$ cat config.mk
export PLATFORM = sky130hd
export DESIGN_NAME = sspc_top
export DESIGN_NICKNAME = d
export VERILOG_FILES = /design/src/sspc_pkg.sv /design/src/sspc_rate.sv /design/src/sspc_top.sv
export SDC_FILE = /design/constraint.sdc
export NUM_CORES = 1
export LEC_CHECK = 0
export ABC_AREA = 1
export BUFFER_PORTS_ARGS = -buffer_cell sky130_fd_sc_hd__buf_2
export CORE_MARGIN = 4
export CORE_UTILIZATION = 30
export CTS_CLUSTER_DIAMETER = 200
export DETAILED_ROUTE_END_ITERATION = 8
export GPL_TIMING_DRIVEN = 0
export SLEW_MARGIN = 5
export SYNTH_ARGS = -nofsm -noshare
export SYNTH_HDL_FRONTEND = slang
export SYNTH_SLANG_ARGS = --single-unit
$ cat constraint.sdc
create_clock -name CLK -period 3.33 [get_ports CLK]
set_input_delay 0.999 -clock CLK [delete_from_list [all_inputs] [get_ports CLK]]
set_output_delay 0.999 -clock CLK [all_outputs]
set_load 0.05 [all_outputs]
$ cat src/sspc_pkg.sv
// Shared constants and types for the serial port control block.
package sspc_pkg;

	// ----------------------------------------------------------------
	// Register map
	// ----------------------------------------------------------------
	localparam int SSPC_AW = 3;
	localparam int SSPC_DW = 8;
	localparam logic [2:0] SSPC_ADDR_CTRL1 = 3'h0;
	localparam logic [2:0] SSPC_ADDR_CTRL2 = 3'h1;
	localparam logic [2:0] SSPC_ADDR_BUF = 3'h2;
	localparam logic [2:0] SSPC_ADDR_RELOAD = 3'h3;
	localparam logic [2:0] SSPC_ADDR_IRQ_STAT = 3'h4;
	localparam logic [2:0] SSPC_ADDR_IRQ_MASK = 3'h5;

	localparam logic [7:0] SSPC_RST_CTRL1 = 8'h00;
	localparam logic [7:0] SSPC_RST_CTRL2 = 8'h00;
	localparam logic [7:0] SSPC_RST_RELOAD = 8'h00;
	localparam logic [7:0] SSPC_RST_BUF = 8'h00;

	// Bit positions inside the first control register.
	localparam int SSPC_B_WRITE_COLLISION_FLAG = 7;
	localparam int SSPC_B_OVF = 6;

	// ----------------------------------------------------------------
	// Interrupt status layout
	// ----------------------------------------------------------------
	localparam int SSPC_IRQ_W = 5;
	localparam int SSPC_IRQ_RX = 0;
	localparam int SSPC_IRQ_WRITE_COLLISION_FLAG = 1;
	localparam int SSPC_IRQ_OVF = 2;
	localparam int SSPC_IRQ_START = 3;
	localparam int SSPC_IRQ_STOP = 4;
	localparam logic [4:0] SSPC_RST_IRQ = 5'h00;

	// ----------------------------------------------------------------
	// Mode selector codes and rate figures
	// ----------------------------------------------------------------
	typedef enum logic [3:0] {
		SSPC_SPI_M_DIV4 = 4'h0,
		SSPC_SPI_M_DIV16 = 4'h1,
		SSPC_SPI_M_DIV64 = 4'h2,
		SSPC_SPI_M_TMR = 4'h3,
		SSPC_SPI_S_SS = 4'h4,
		SSPC_SPI_S_NOSS = 4'h5,
		SSPC_I2C_S7 = 4'h6,
		SSPC_I2C_S10 = 4'h7,
		SSPC_I2C_M_RLD = 4'h8,
		SSPC_SPI_M_RLD = 4'ha,
		SSPC_I2C_M_FW = 4'hb,
		SSPC_I2C_S7_SP = 4'he,
		SSPC_I2C_S10_SP = 4'hf
	} sspc_mode_t;

	localparam int SSPC_CW = 11;
	localparam logic [10:0] SSPC_DIV4 = 11'h004;
	localparam logic [10:0] SSPC_DIV16 = 11'h010;
	localparam logic [10:0] SSPC_DIV64 = 11'h040;
	localparam logic [10:0] SSPC_RLD_MUL = 11'h004;

	typedef struct packed {
		logic write_collision_flag;
		logic ovf;
		logic en;
		logic clock_polarity_release;
		logic [3:0] mode;
	} sspc_ctrl1_t;

endpackage : sspc_pkg

$ cat src/sspc_rate.sv
// Bit-rate enable generator for the serial port master modes.
`timescale 1ns/1ps
`default_nettype none
module sspc_rate
	import sspc_pkg::*;
#(
	parameter int CW = SSPC_CW
) (
	input wire logic clk,
	input wire logic rst,
	input wire logic run,
	input wire logic [3:0] mode,
	input wire logic [7:0] reload,
	input wire logic timer_tick,
	output logic tick
);

	logic [CW-1:0] period;
	logic [CW-1:0] cnt_q;
	logic tmr_half_q;

	// ----------------------------------------------------------------
	// Period select
	// ----------------------------------------------------------------
	always_comb begin
		case (mode)
			SSPC_SPI_M_DIV4: period = CW'(SSPC_DIV4);
			SSPC_SPI_M_DIV16: period = CW'(SSPC_DIV16);
			SSPC_SPI_M_DIV64: period = CW'(SSPC_DIV64);
			default: period = CW'(SSPC_RLD_MUL * ({3'h0, reload} + 11'h001));
		endcase
	end

	// Timer mode halves the timer pulses; other modes count system clocks.
	always_ff @(posedge clk or posedge rst) begin
		if (rst) begin
			cnt_q <= '0;
			tmr_half_q <= 1'b0;
			tick <= 1'b0;
		end else if (!run) begin
			cnt_q <= '0;
			tmr_half_q <= 1'b0;
			tick <= 1'b0;
		end else if (mode == SSPC_SPI_M_TMR) begin
			cnt_q <= '0;
			if (timer_tick) begin
				tmr_half_q <= !tmr_half_q;
			end
			tick <= timer_tick && tmr_half_q;
		end else if (cnt_q >= period - CW'(1)) begin
			cnt_q <= '0;
			tick <= 1'b1;
		end else begin
			cnt_q <= cnt_q + CW'(1);
			tick <= 1'b0;
		end
	end

endmodule : sspc_rate
`default_nettype wire

$ cat src/sspc_top.sv
// Control and status logic of the dual SPI / I2C synchronous serial port.
//
// How it works
// Slave load while previous word still shifting sets write collision flag.
// I2C master load while bus cannot start a transmission sets collision.
// SPI slave byte arriving while buffer still unread sets receive overflow flag.
// Slave software must read the buffer after every byte to avoid overflow.
// SPI master operation never sets the receive overflow flag.
// I2C byte arriving while buffer still full sets receive overflow flag.
// Port enable hands the serial pins to the port; clear returns them.
// In SPI the polarity bit sets the idle clock level.
// In I2C slave polarity one releases clock, zero holds it low.
// Mode selects SPI master rates, timer rate, or slave with/without select.
// Separate mode codes give I2C slave with 7-bit or 10-bit addressing.
// Extra I2C slave codes also raise start and stop interrupts.
// Reload rate is clock over four times reload plus one; low values banned.
// Software must set pin directions properly while the port is enabled.
// Software must never write the reserved mode codes.
`timescale 1ns/1ps
`default_nettype none
module sspc_top
	import sspc_pkg::*;
(
	input wire logic CLK,
	input wire logic SYS_RST,
	input wire logic [SSPC_AW-1:0] ADDR,
	input wire logic [SSPC_DW-1:0] WDATA,
	input wire logic WR,
	input wire logic RD,
	output logic [SSPC_DW-1:0] RDATA,
	output logic IRQ,
	input wire logic SHIFT_BUSY,
	input wire logic RX_DONE,
	input wire logic [SSPC_DW-1:0] RX_BYTE,
	input wire logic I2C_BUS_IDLE,
	input wire logic START_DET,
	input wire logic STOP_DET,
	input wire logic TIMER_TICK,
	output logic BIT_TICK,
	output logic TX_LOAD,
	output logic [SSPC_DW-1:0] TX_BYTE,
	output logic SPI_PINS_EN,
	output logic SS_PIN_EN,
	output logic I2C_PINS_EN,
	output logic SCK_IDLE_LEVEL,
	output logic SCL_OUT,
	output logic SCL_OE_N,
	output logic [SSPC_DW-1:0] CTRL2
);

	sspc_ctrl1_t ctrl1_q;
	sspc_ctrl1_t ctrl1_d;
	logic [7:0] reload_q;
	logic [7:0] buf_q;
	logic buf_full_q;
	logic [SSPC_IRQ_W-1:0] stat_q;
	logic [SSPC_IRQ_W-1:0] mask_q;
	logic [SSPC_IRQ_W-1:0] stat_set;
	logic [7:0] rd_mux;

	logic is_spi_m, is_spi_s, is_i2c_s, is_i2c_m, is_spi, is_i2c, sp_irq, slave;
	logic wr_ctrl1, wr_buf, rd_buf;
	logic write_collision_flag_set, ovf_set, rx_load, rate_run;

	// ----------------------------------------------------------------
	// Mode decode
	// ----------------------------------------------------------------
	// mode classes
	always_comb begin
		is_spi_m = 1'b0;
		is_spi_s = 1'b0;
		is_i2c_s = 1'b0;
		is_i2c_m = 1'b0;
		sp_irq = 1'b0;
		case (ctrl1_q.mode)
			SSPC_SPI_M_DIV4, SSPC_SPI_M_DIV16, SSPC_SPI_M_DIV64, SSPC_SPI_M_TMR, SSPC_SPI_M_RLD: begin
				is_spi_m = 1'b1;
			end
			SSPC_SPI_S_SS, SSPC_SPI_S_NOSS: begin
				is_spi_s = 1'b1;
			end
			// seven and ten bit slave
			SSPC_I2C_S7, SSPC_I2C_S10: begin
				is_i2c_s = 1'b1;
			end
			// slave with start and stop events
			SSPC_I2C_S7_SP, SSPC_I2C_S10_SP: begin
				is_i2c_s = 1'b1;
				sp_irq = 1'b1;
			end
			SSPC_I2C_M_RLD, SSPC_I2C_M_FW: begin
				is_i2c_m = 1'b1;
			end
			// Reserved codes leave the port in no mode at all.
			default: begin
				is_spi_m = 1'b0;
			end
		endcase
	end

	assign is_spi = is_spi_m || is_spi_s;
	assign is_i2c = is_i2c_m || is_i2c_s;
	assign slave = is_spi_s || is_i2c_s;

	// ----------------------------------------------------------------
	// Bus decode and flag events
	// ----------------------------------------------------------------
	assign wr_ctrl1 = WR && (ADDR == SSPC_ADDR_CTRL1);
	assign wr_buf = WR && (ADDR == SSPC_ADDR_BUF);
	assign rd_buf = RD && (ADDR == SSPC_ADDR_BUF);

	// slave collision
	// master bus busy collision
	assign write_collision_flag_set = wr_buf && ctrl1_q.en && ((slave && SHIFT_BUSY) || (is_i2c_m && !I2C_BUS_IDLE));

	// SPI slave overflow
	// master excluded
	// I2C overflow
	assign ovf_set = RX_DONE && ctrl1_q.en && buf_full_q && (is_spi_s || is_i2c);
	assign rx_load = RX_DONE && ctrl1_q.en && !buf_full_q;

	// ----------------------------------------------------------------
	// Control register one
	// ----------------------------------------------------------------
	// Software may only clear the two flags; a set in the same cycle wins.
	always_comb begin
		ctrl1_d = ctrl1_q;
		if (wr_ctrl1) begin
			ctrl1_d = sspc_ctrl1_t'(WDATA);
			ctrl1_d.write_collision_flag = ctrl1_q.write_collision_flag && WDATA[SSPC_B_WRITE_COLLISION_FLAG];
			ctrl1_d.ovf = ctrl1_q.ovf && WDATA[SSPC_B_OVF];
		end
		if (write_collision_flag_set) begin
			ctrl1_d.write_collision_flag = 1'b1;
		end
		if (ovf_set) begin
			ctrl1_d.ovf = 1'b1;
		end
	end

	always_ff @(posedge CLK or posedge SYS_RST) begin
		if (SYS_RST) begin
			ctrl1_q <= sspc_ctrl1_t'(SSPC_RST_CTRL1);
		end else begin
			ctrl1_q <= ctrl1_d;
		end
	end

	always_ff @(posedge CLK or posedge SYS_RST) begin
		if (SYS_RST) begin
			CTRL2 <= SSPC_RST_CTRL2;
			reload_q <= SSPC_RST_RELOAD;
			mask_q <= SSPC_RST_IRQ;
		end else if (WR) begin
			if (ADDR == SSPC_ADDR_CTRL2) begin
				CTRL2 <= WDATA;
			end
			if (ADDR == SSPC_ADDR_RELOAD) begin
				reload_q <= WDATA;
			end
			if (ADDR == SSPC_ADDR_IRQ_MASK) begin
				mask_q <= WDATA[SSPC_IRQ_W-1:0];
			end
		end
	end

	// ----------------------------------------------------------------
	// Transfer buffer
	// ----------------------------------------------------------------
	// An overflowing byte is dropped so the unread one is kept intact.
	always_ff @(posedge CLK or posedge SYS_RST) begin
		if (SYS_RST) begin
			buf_q <= SSPC_RST_BUF;
			buf_full_q <= 1'b0;
		end else begin
			if (rx_load) begin
				buf_q <= RX_BYTE;
			end
			buf_full_q <= rx_load || (buf_full_q && !rd_buf);
		end
	end

	// A colliding load is not passed to the shifter.
	always_ff @(posedge CLK or posedge SYS_RST) begin
		if (SYS_RST) begin
			TX_LOAD <= 1'b0;
			TX_BYTE <= SSPC_RST_BUF;
		end else begin
			TX_LOAD <= wr_buf && ctrl1_q.en && !write_collision_flag_set;
			if (wr_buf && ctrl1_q.en && !write_collision_flag_set) begin
				TX_BYTE <= WDATA;
			end
		end
	end

	// ----------------------------------------------------------------
	// Interrupts
	// ----------------------------------------------------------------
	always_comb begin
		stat_set = '0;
		stat_set[SSPC_IRQ_RX] = rx_load;
		stat_set[SSPC_IRQ_WRITE_COLLISION_FLAG] = write_collision_flag_set;
		stat_set[SSPC_IRQ_OVF] = ovf_set;
		// start and stop events
		stat_set[SSPC_IRQ_START] = START_DET && ctrl1_q.en && sp_irq;
		stat_set[SSPC_IRQ_STOP] = STOP_DET && ctrl1_q.en && sp_irq;
	end

	always_ff @(posedge CLK or posedge SYS_RST) begin
		if (SYS_RST) begin
			stat_q <= SSPC_RST_IRQ;
			IRQ <= 1'b0;
		end else begin
			if (WR && (ADDR == SSPC_ADDR_IRQ_STAT)) begin
				stat_q <= stat_set | (stat_q & ~WDATA[SSPC_IRQ_W-1:0]);
			end else begin
				stat_q <= stat_set | stat_q;
			end
			IRQ <= |(stat_q & mask_q);
		end
	end

	// ----------------------------------------------------------------
	// Read port
	// ----------------------------------------------------------------
	always_comb begin
		case (ADDR)
			SSPC_ADDR_CTRL1: rd_mux = ctrl1_q;
			SSPC_ADDR_CTRL2: rd_mux = CTRL2;
			SSPC_ADDR_BUF: rd_mux = buf_q;
			SSPC_ADDR_RELOAD: rd_mux = reload_q;
			SSPC_ADDR_IRQ_STAT: rd_mux = {3'h0, stat_q};
			SSPC_ADDR_IRQ_MASK: rd_mux = {3'h0, mask_q};
			default: rd_mux = 8'h00;
		endcase
	end

	always_ff @(posedge CLK or posedge SYS_RST) begin
		if (SYS_RST) begin
			RDATA <= 8'h00;
		end else begin
			RDATA <= RD ? rd_mux : 8'h00;
		end
	end

	// ----------------------------------------------------------------
	// Pin ownership and clock line
	// ----------------------------------------------------------------
	always_ff @(posedge CLK or posedge SYS_RST) begin
		if (SYS_RST) begin
			SPI_PINS_EN <= 1'b0;
			SS_PIN_EN <= 1'b0;
			I2C_PINS_EN <= 1'b0;
			SCK_IDLE_LEVEL <= 1'b0;
			SCL_OUT <= 1'b1;
			SCL_OE_N <= 1'b1;
		end else begin
			// pin takeover
			SPI_PINS_EN <= ctrl1_q.en && is_spi;
			SS_PIN_EN <= ctrl1_q.en && (ctrl1_q.mode == SSPC_SPI_S_SS);
			I2C_PINS_EN <= ctrl1_q.en && is_i2c;
			// idle clock level
			SCK_IDLE_LEVEL <= ctrl1_q.clock_polarity_release;
			// clock stretch hold
			SCL_OUT <= !(ctrl1_q.en && is_i2c_s && !ctrl1_q.clock_polarity_release);
			SCL_OE_N <= !(ctrl1_q.en && is_i2c_s && !ctrl1_q.clock_polarity_release);
		end
	end

	// ----------------------------------------------------------------
	// Bit rate
	// ----------------------------------------------------------------
	// master rates
	// reload rate
	assign rate_run = ctrl1_q.en && (is_spi_m || ctrl1_q.mode == SSPC_I2C_M_RLD);

	sspc_rate #(
		.CW(SSPC_CW)
	) u_rate (
		.clk(CLK),
		.rst(SYS_RST),
		.run(rate_run),
		.mode(ctrl1_q.mode),
		.reload(reload_q),
		.timer_tick(TIMER_TICK),
		.tick(BIT_TICK)
	);

	logic div4_run;
	logic rld1_run;
	assign div4_run = rate_run && (ctrl1_q.mode == SSPC_SPI_M_DIV4);
	assign rld1_run = rate_run && (ctrl1_q.mode == SSPC_SPI_M_RLD) && (reload_q == 8'h01);
endmodule : sspc_top
`default_nettype wire

* Word-level counts from Yosys, hierarchy flattened *
Cells that the tools add are included.

cells by class
  add/sub/neg operators = 3
  $lt $le $gt $ge = 1
  equality and inequality tests = 19
  mux-type cells = 21
  bitwise gates (word level) = 5
  reduce and logical (&&, ||, !) cells = 55

operators with widths
  kind                                                                   count
  8-bit case mux with 6 select lines                                     1
  11-bit 2-to-1 mux                                                      3
  11-bit case mux with 3 select lines                                    1
  1-bit logical AND                                                      27
  4-bit equality test, second input constant                             5
  4-bit by 3-bit equality test with 1-bit output, second input constant  4
  8-bit 2-to-1 mux                                                       2
  1-bit 2-to-1 mux                                                       13
  11-bit by 1-bit adder with 11-bit output, second input constant        1
  11-bit greater-or-equal comparator                                     1
  11-bit by 1-bit subtractor with 11-bit output, second input constant   1
  5-bit AND                                                              2
  5-bit bitwise OR                                                       2
  5-bit OR reduction                                                     2
  8-bit by 1-bit adder with 9-bit output, second input constant          1
  4-bit by 2-bit equality test with 1-bit output, second input constant  2
  2-bit AND reduction                                                    4
  1-bit logical NOT                                                      7
  1-bit logical OR                                                       7
  3-bit by 2-bit equality test with 1-bit output, second input constant  2
  3-bit equality test, second input constant                             2
  2-bit OR reduction                                                     3
  5-bit 2-to-1 mux                                                       1
  5-bit NOT                                                              1
  7 further kinds                                                        9

storage, ports and cells
  register bits after elaboration = 79
  input bits = 29
  output and inout bits = 33
  logic and storage cells = 127

* Depth between registers and ports, before layout *
  depth in word-level cells = 9
  gate-level depth with buffers = 21
  mapped depth without buffers = 20

* Modules after synthesis *
From an unflattened synthesis, not the netlist that was laid out.

second synthesis, totals
  cell total of the unflattened synthesis = 529
  area total of the unflattened synthesis = 4375.4 µm²

by module, submodules not included
  module     times used  cells each  area each (µm²)  seq. area each (µm²)
  sspc_top   1           344         3059.2           1652.8
  sspc_rate  1           185         1316.3           325.3

* Worst setup path after synthesis *
Ideal clock, no wire load.

  path kind = reg-to-reg
  start point = register ctrl1_q[3] in the netlist's numbering
  end point = register u_rate.cnt_q[9]
  setup time = 0.121 ns
  data arrival time = 2.661 ns
  required time = 3.209 ns
  path slack = 0.548 ns
  cell stages (with the launch flop) = 21
  buffers on the path = 1
  period minus slack after synthesis = 2.782 ns
  path through = dfrtp_1 nor2_2 nand2_2 inv_1 o21ai_2 inv_1 ha_1 nand3_1 nor2_2 nand2_1 nand2_1 nand2_1 ha_1 nand2_1 nor3_1 o21ai_0 o21ai_0 nor2_1 nand2_1 buf_2 nor2_1

between the ends
  longest elaborated chain between the ends = 7
  elaborated cells on any way between the ends = 16
  those cells by class = add/sub: 1; order compare: 1; eq/ne: 5; mux: 5; reduce/logical: 4

ends and longest elaborated chain
  what                                                                    line                             source
  start: declaration                                                      sspc_top.sv:51                   sspc_ctrl1_t ctrl1_q;
  start signal: assignment                                                sspc_top.sv:143                  ctrl1_q <= sspc_ctrl1_t'(SSPC_RST_CTRL1);
  start signal: assignment                                                sspc_top.sv:145                  ctrl1_q <= ctrl1_d;
  4-bit by 2-bit equality test with 1-bit output (tied with other cells)  sspc_rate.sv:26, sspc_top.sv:75
  11-bit case mux with 3 select lines                                     sspc_rate.sv:26                  case (mode)
  11-bit by 1-bit subtractor with 11-bit output                           sspc_rate.sv:50                  end else if (cnt_q >= period - CW'(1)) begin
  11-bit greater-or-equal comparator                                      sspc_rate.sv:50
  11-bit 2-to-1 mux                                                       sspc_rate.sv:50
  11-bit 2-to-1 mux                                                       sspc_rate.sv:44                  end else if (mode == SSPC_SPI_M_TMR) begin
  11-bit 2-to-1 mux *                                                     sspc_rate.sv:40                  end else if (!run) begin
  end signal: assignment                                                  sspc_rate.sv:54                  cnt_q <= cnt_q + CW'(1);
  end: declaration                                                        sspc_rate.sv:19                  logic [CW-1:0] cnt_q;

Mark *: on every way between the ends. The rest lies on a longest branch, timed or not.
A chain may end at the register's enable or synchronous reset.

* Final worst setup path *
Ends and elaborated chain as after synthesis.

==> results.py <==
metrics = {
    "routing": {
        "wire_per_inst_um": 14.6,
        "drc": 0,
        "drt_wl_total_um": 10500,
        "firstDrtPassIters": 5,
        "drt_iter0_drc": 259,
        "routed-via-count": 3414,
        "postRouteAntennaNets": 0,
        "avgViaCountPerCell": 4.74,
    },
    "timing": {
        "rsz0062_at_grt": "no",
        "max_freq_mhz": 337,
        "fin_crit_sh_pct": 89.1,
        "layout_min_cycle_time_ns": 2.97,
        "final_max_slew_viol_count": 0,
        "setup_violations": 0,
        "skew_ns": 0.00416,
        "worst_slew_pin_slew_ns": 0.473,
        "slew_headroom_pct": 68.4,
        "finalHoldViolCount": 0,
        "finalSetupTns_ns": 0,
    },
    "floorplan": {
        "ios": 62,
        "row_count": 42,
        "initial_utilization_pct": 30.5,
        "design.die.area_um2": 15300,
        "die_w_um": 124,
        "coreArea_um2": 13200,
        "die_h_um": 124,
    },
    "power": {
        "power_frac_comb_pct": 31.6,
        "p_switching_mw": 1.28,
        "p_int_mw": 2.09,
        "power.density_nw_per_um2": 688,
        "clock_power_share_pct": 29.5,
        "totalPowerFinal_mw": 3.37,
        "swShare_pct": 38.0,
        "seqPwrFrac_pct": 39.0,
        "max-vdd-ir-drop_mv": 0.452,
        "p_leak_nw": 2.44,
    },
    "synthesis": {
        "ys_types": 42,
        "synthFlopType": "dfrtp_1",
        "synthArstFlopShare_pct": 100,
        "synth_warnings": 0,
        "seq_area_frac_synth_pct": 49.1,
        "synth_nets": 509,
        "synth-edff-count": 0,
        "avgSynthCellArea_um2": 8.61,
        "synthCells": 468,
        "ys_ff_latch": 79,
        "syn_area_um2": 4030,
    },
    "final_layout": {
        "drive_gt1_share_pct": 22.2,
        "design_area_um2": 4890,
        "mostFrequentLayoutCell": "nand2_1",
        "final_util_pct": 37.1,
        "layout.nets": 581,
        "layout_common_cells": "nand2_1 (123), dfrtp_1 (77), buf_2 (65)",
        "antenna_cells": 0,
        "syn2layout_area_growth_pct": 21.4,
    },
    "run_status": {
        "status": "completed",
    },
    "worst_setup_path": {
        "critPathMaxFanout": 10,
        "required_ns": 3.56,
        "reg2reg_from": "ctrl1_q[3]",
        "crit_start": "ctrl1_q[3]",
        "start_kind": "flop",
        "crit_path_end_kind": "flop",
        "worstPathArrival_ns": 3.20,
        "path_class": "reg -> reg",
        "rr_worst_depth": 20,
    },
    "clock_tree": {
        "clockBufferDepth": 2,
        "path_clk_slew_ns": 0.06,
        "cts_tree": "built",
        "cts_inserted_buffers": 9,
        "root_buffer": "clkbuf_16",
        "cts_sinks": 79,
        "h-tree-depth": 3,
        "worstSkewPairLatency_ns": 0.34,
    },
    "global_routing": {
        "grt_pass1_wl_um": 17600,
        "grt_start_max_net_pins": 67,
        "antenna_found_initial": 0,
        "grt-ovfl-total": 0,
        "grt_usage_pct": 15.0,
        "first_global_vias": 3504,
    },
    "worst_hold_path": {
        "min_from": "ctrl1_q[4]",
        "hold_path.class": "reg -> reg",
        "hold_depth": 0,
    },
    "placement": {
        "placedInstanceArea_um2": 4580,
        "place.gp.congestion": 0.831,
        "hpwl_um": 7950,
        "io_buffers": 60,
    },
    "run": {
        "drv_cap": 0,
    },
}
## registers in the layout, indices dropped and copies added (netlist names)
signal and flops:
CTRL2 8, I2C_PINS_EN 1, IRQ 1, RDATA 8, SCK_IDLE_LEVEL 1, SCL_OE_N 1
SPI_PINS_EN 1, SS_PIN_EN 1, TX_BYTE 8, TX_LOAD 1, buf_full_q 1, buf_q 8
ctrl1_q 8, mask_q 5, reload_q 8, stat_q 5, u_rate.cnt_q 11, u_rate.tick 1
u_rate.tmr_half_q 1
## worst max-delay path: stages (launching register included)
cell and delay, ns:
dfrtp_2 0.46, nor2_4 0.17, nand2_2 0.12, inv_1 0.10
o21ai_2 0.09, inv_1 0.07, ha_1 0.16, nand3_1 0.14
nor2_2 0.19, nand2_1 0.07, nand2_1 0.06, nand2_1 0.05
ha_1 0.29, nand2_1 0.10, nor3_2 0.14, o21ai_0 0.11
o21ai_1 0.17, nor2_1 0.06, nand2_1 0.07, clkbuf_4 0.19
nor2_1 0.06
## cells in the mapped netlist (all sizes together), types with 2 or more instances
| cell type | n | share of area [%] |
|---|---|---|
| xnor2 | 6 | 1.3 |
| a22oi | 4 | 0.75 |
| a21oi | 8 | 0.99 |
| clkbuf | 3 | 0.53 |
| inv | 52 | 4.8 |
| nor2 | 35 | 3.7 |
| o21ai | 57 | 7.9 |
| o2111a | 2 | 0.56 |
| a31oi | 2 | 0.31 |
| nand3 | 32 | 4.4 |
| nand2 | 126 | 12 |
| xor2 | 7 | 1.5 |
| dfrtp | 78 | 48 |
| nand4 | 5 | 0.78 |
| nor3 | 9 | 1.7 |
| buf | 8 | 1.2 |
| mux2 | 8 | 2.2 |
| a221oi | 3 | 0.65 |
| ha | 12 | 3.7 |
## through the flow
step / hold WS, ns / instances / worst slack (ns)
3_3_place_gp: 0.391 / 704 / -0.721
4_1_cts: 0.413 / 721 / 0.0920
2_1_floorplan: 0.374 / 468 / 0.309
3_5_place_dp: 0.398 / 705 / 0.0960
5_1_grt: 0.426 / 721 / 0.0183
6_report: 0.409 / 721 / 0.362
## final timing paths
check                             endpoint  slack, ns
max                        u_rate.cnt_q[9]       0.36
min                         SCK_IDLE_LEVEL       0.41
max reg2reg                u_rate.cnt_q[9]       0.36
min reg2reg                 SCK_IDLE_LEVEL       0.41
max in group asynchronous         SCL_OE_N       2.14
min in group asynchronous      I2C_PINS_EN       0.58
## power by group through the flow
stage	registers, mW	logic, mW	clock network [mW]
2_1_floorplan	1.54	0.546	0
3_3_place_gp	1.32	1.02	0
3_5_place_dp	1.32	1.06	0
4_1_cts	1.31	1.06	1.01
5_1_grt	1.34	1.18	1.06
6_report	1.31	1.06	0.992
## cell families after synthesis
group | Yosys count | synth area share, %
AO/OA/AOI/OAI | 82 | 12.4
XOR/XNOR | 13 | 2.83
adder cells (fa/ha/maj) | 12 | 3.73
buffers and inverters | 64 | 6.68
flip-flops | 79 | 49.1
multiplexers | 8 | 2.24
AND/OR/NAND/NOR | 210 | 23.1
## metal layers
layer  wire [um]  share of wire (%)  global-route usage [%]
met5           0                  0                       0
met4         144                1.4                    4.50
met3         633                6.0                    4.45
met2        5000                 48                    24.3
met1        4740                 45                    19.6
## what timing repair did
| action | 4_1_cts | 5_1_grt |
|---|---|---|
| endpoints found under the setup margin | 0 | 12 |
| gates resized for setup | 0 | 5 |
| hold buffers | 0 | 0 |
| buffers inserted | 0 | 0 |
## final cells by class
| cell class | count | area (um^2) |
|---|---|---|
| inverters | 53 | 201 |
| multi-input cells | 325 | 1790 |
| repair buffers | 61 | 328 |
| flip-flops and latches | 79 | 1980 |
| plain buffers | 11 | 72.6 |
| clock inverters | 6 | 68.8 |
| well taps | 176 | 220 |
| fillers | 1360 | 8300 |
| clock buffers | 10 | 229 |
Power figures use the tool's default switching activity.
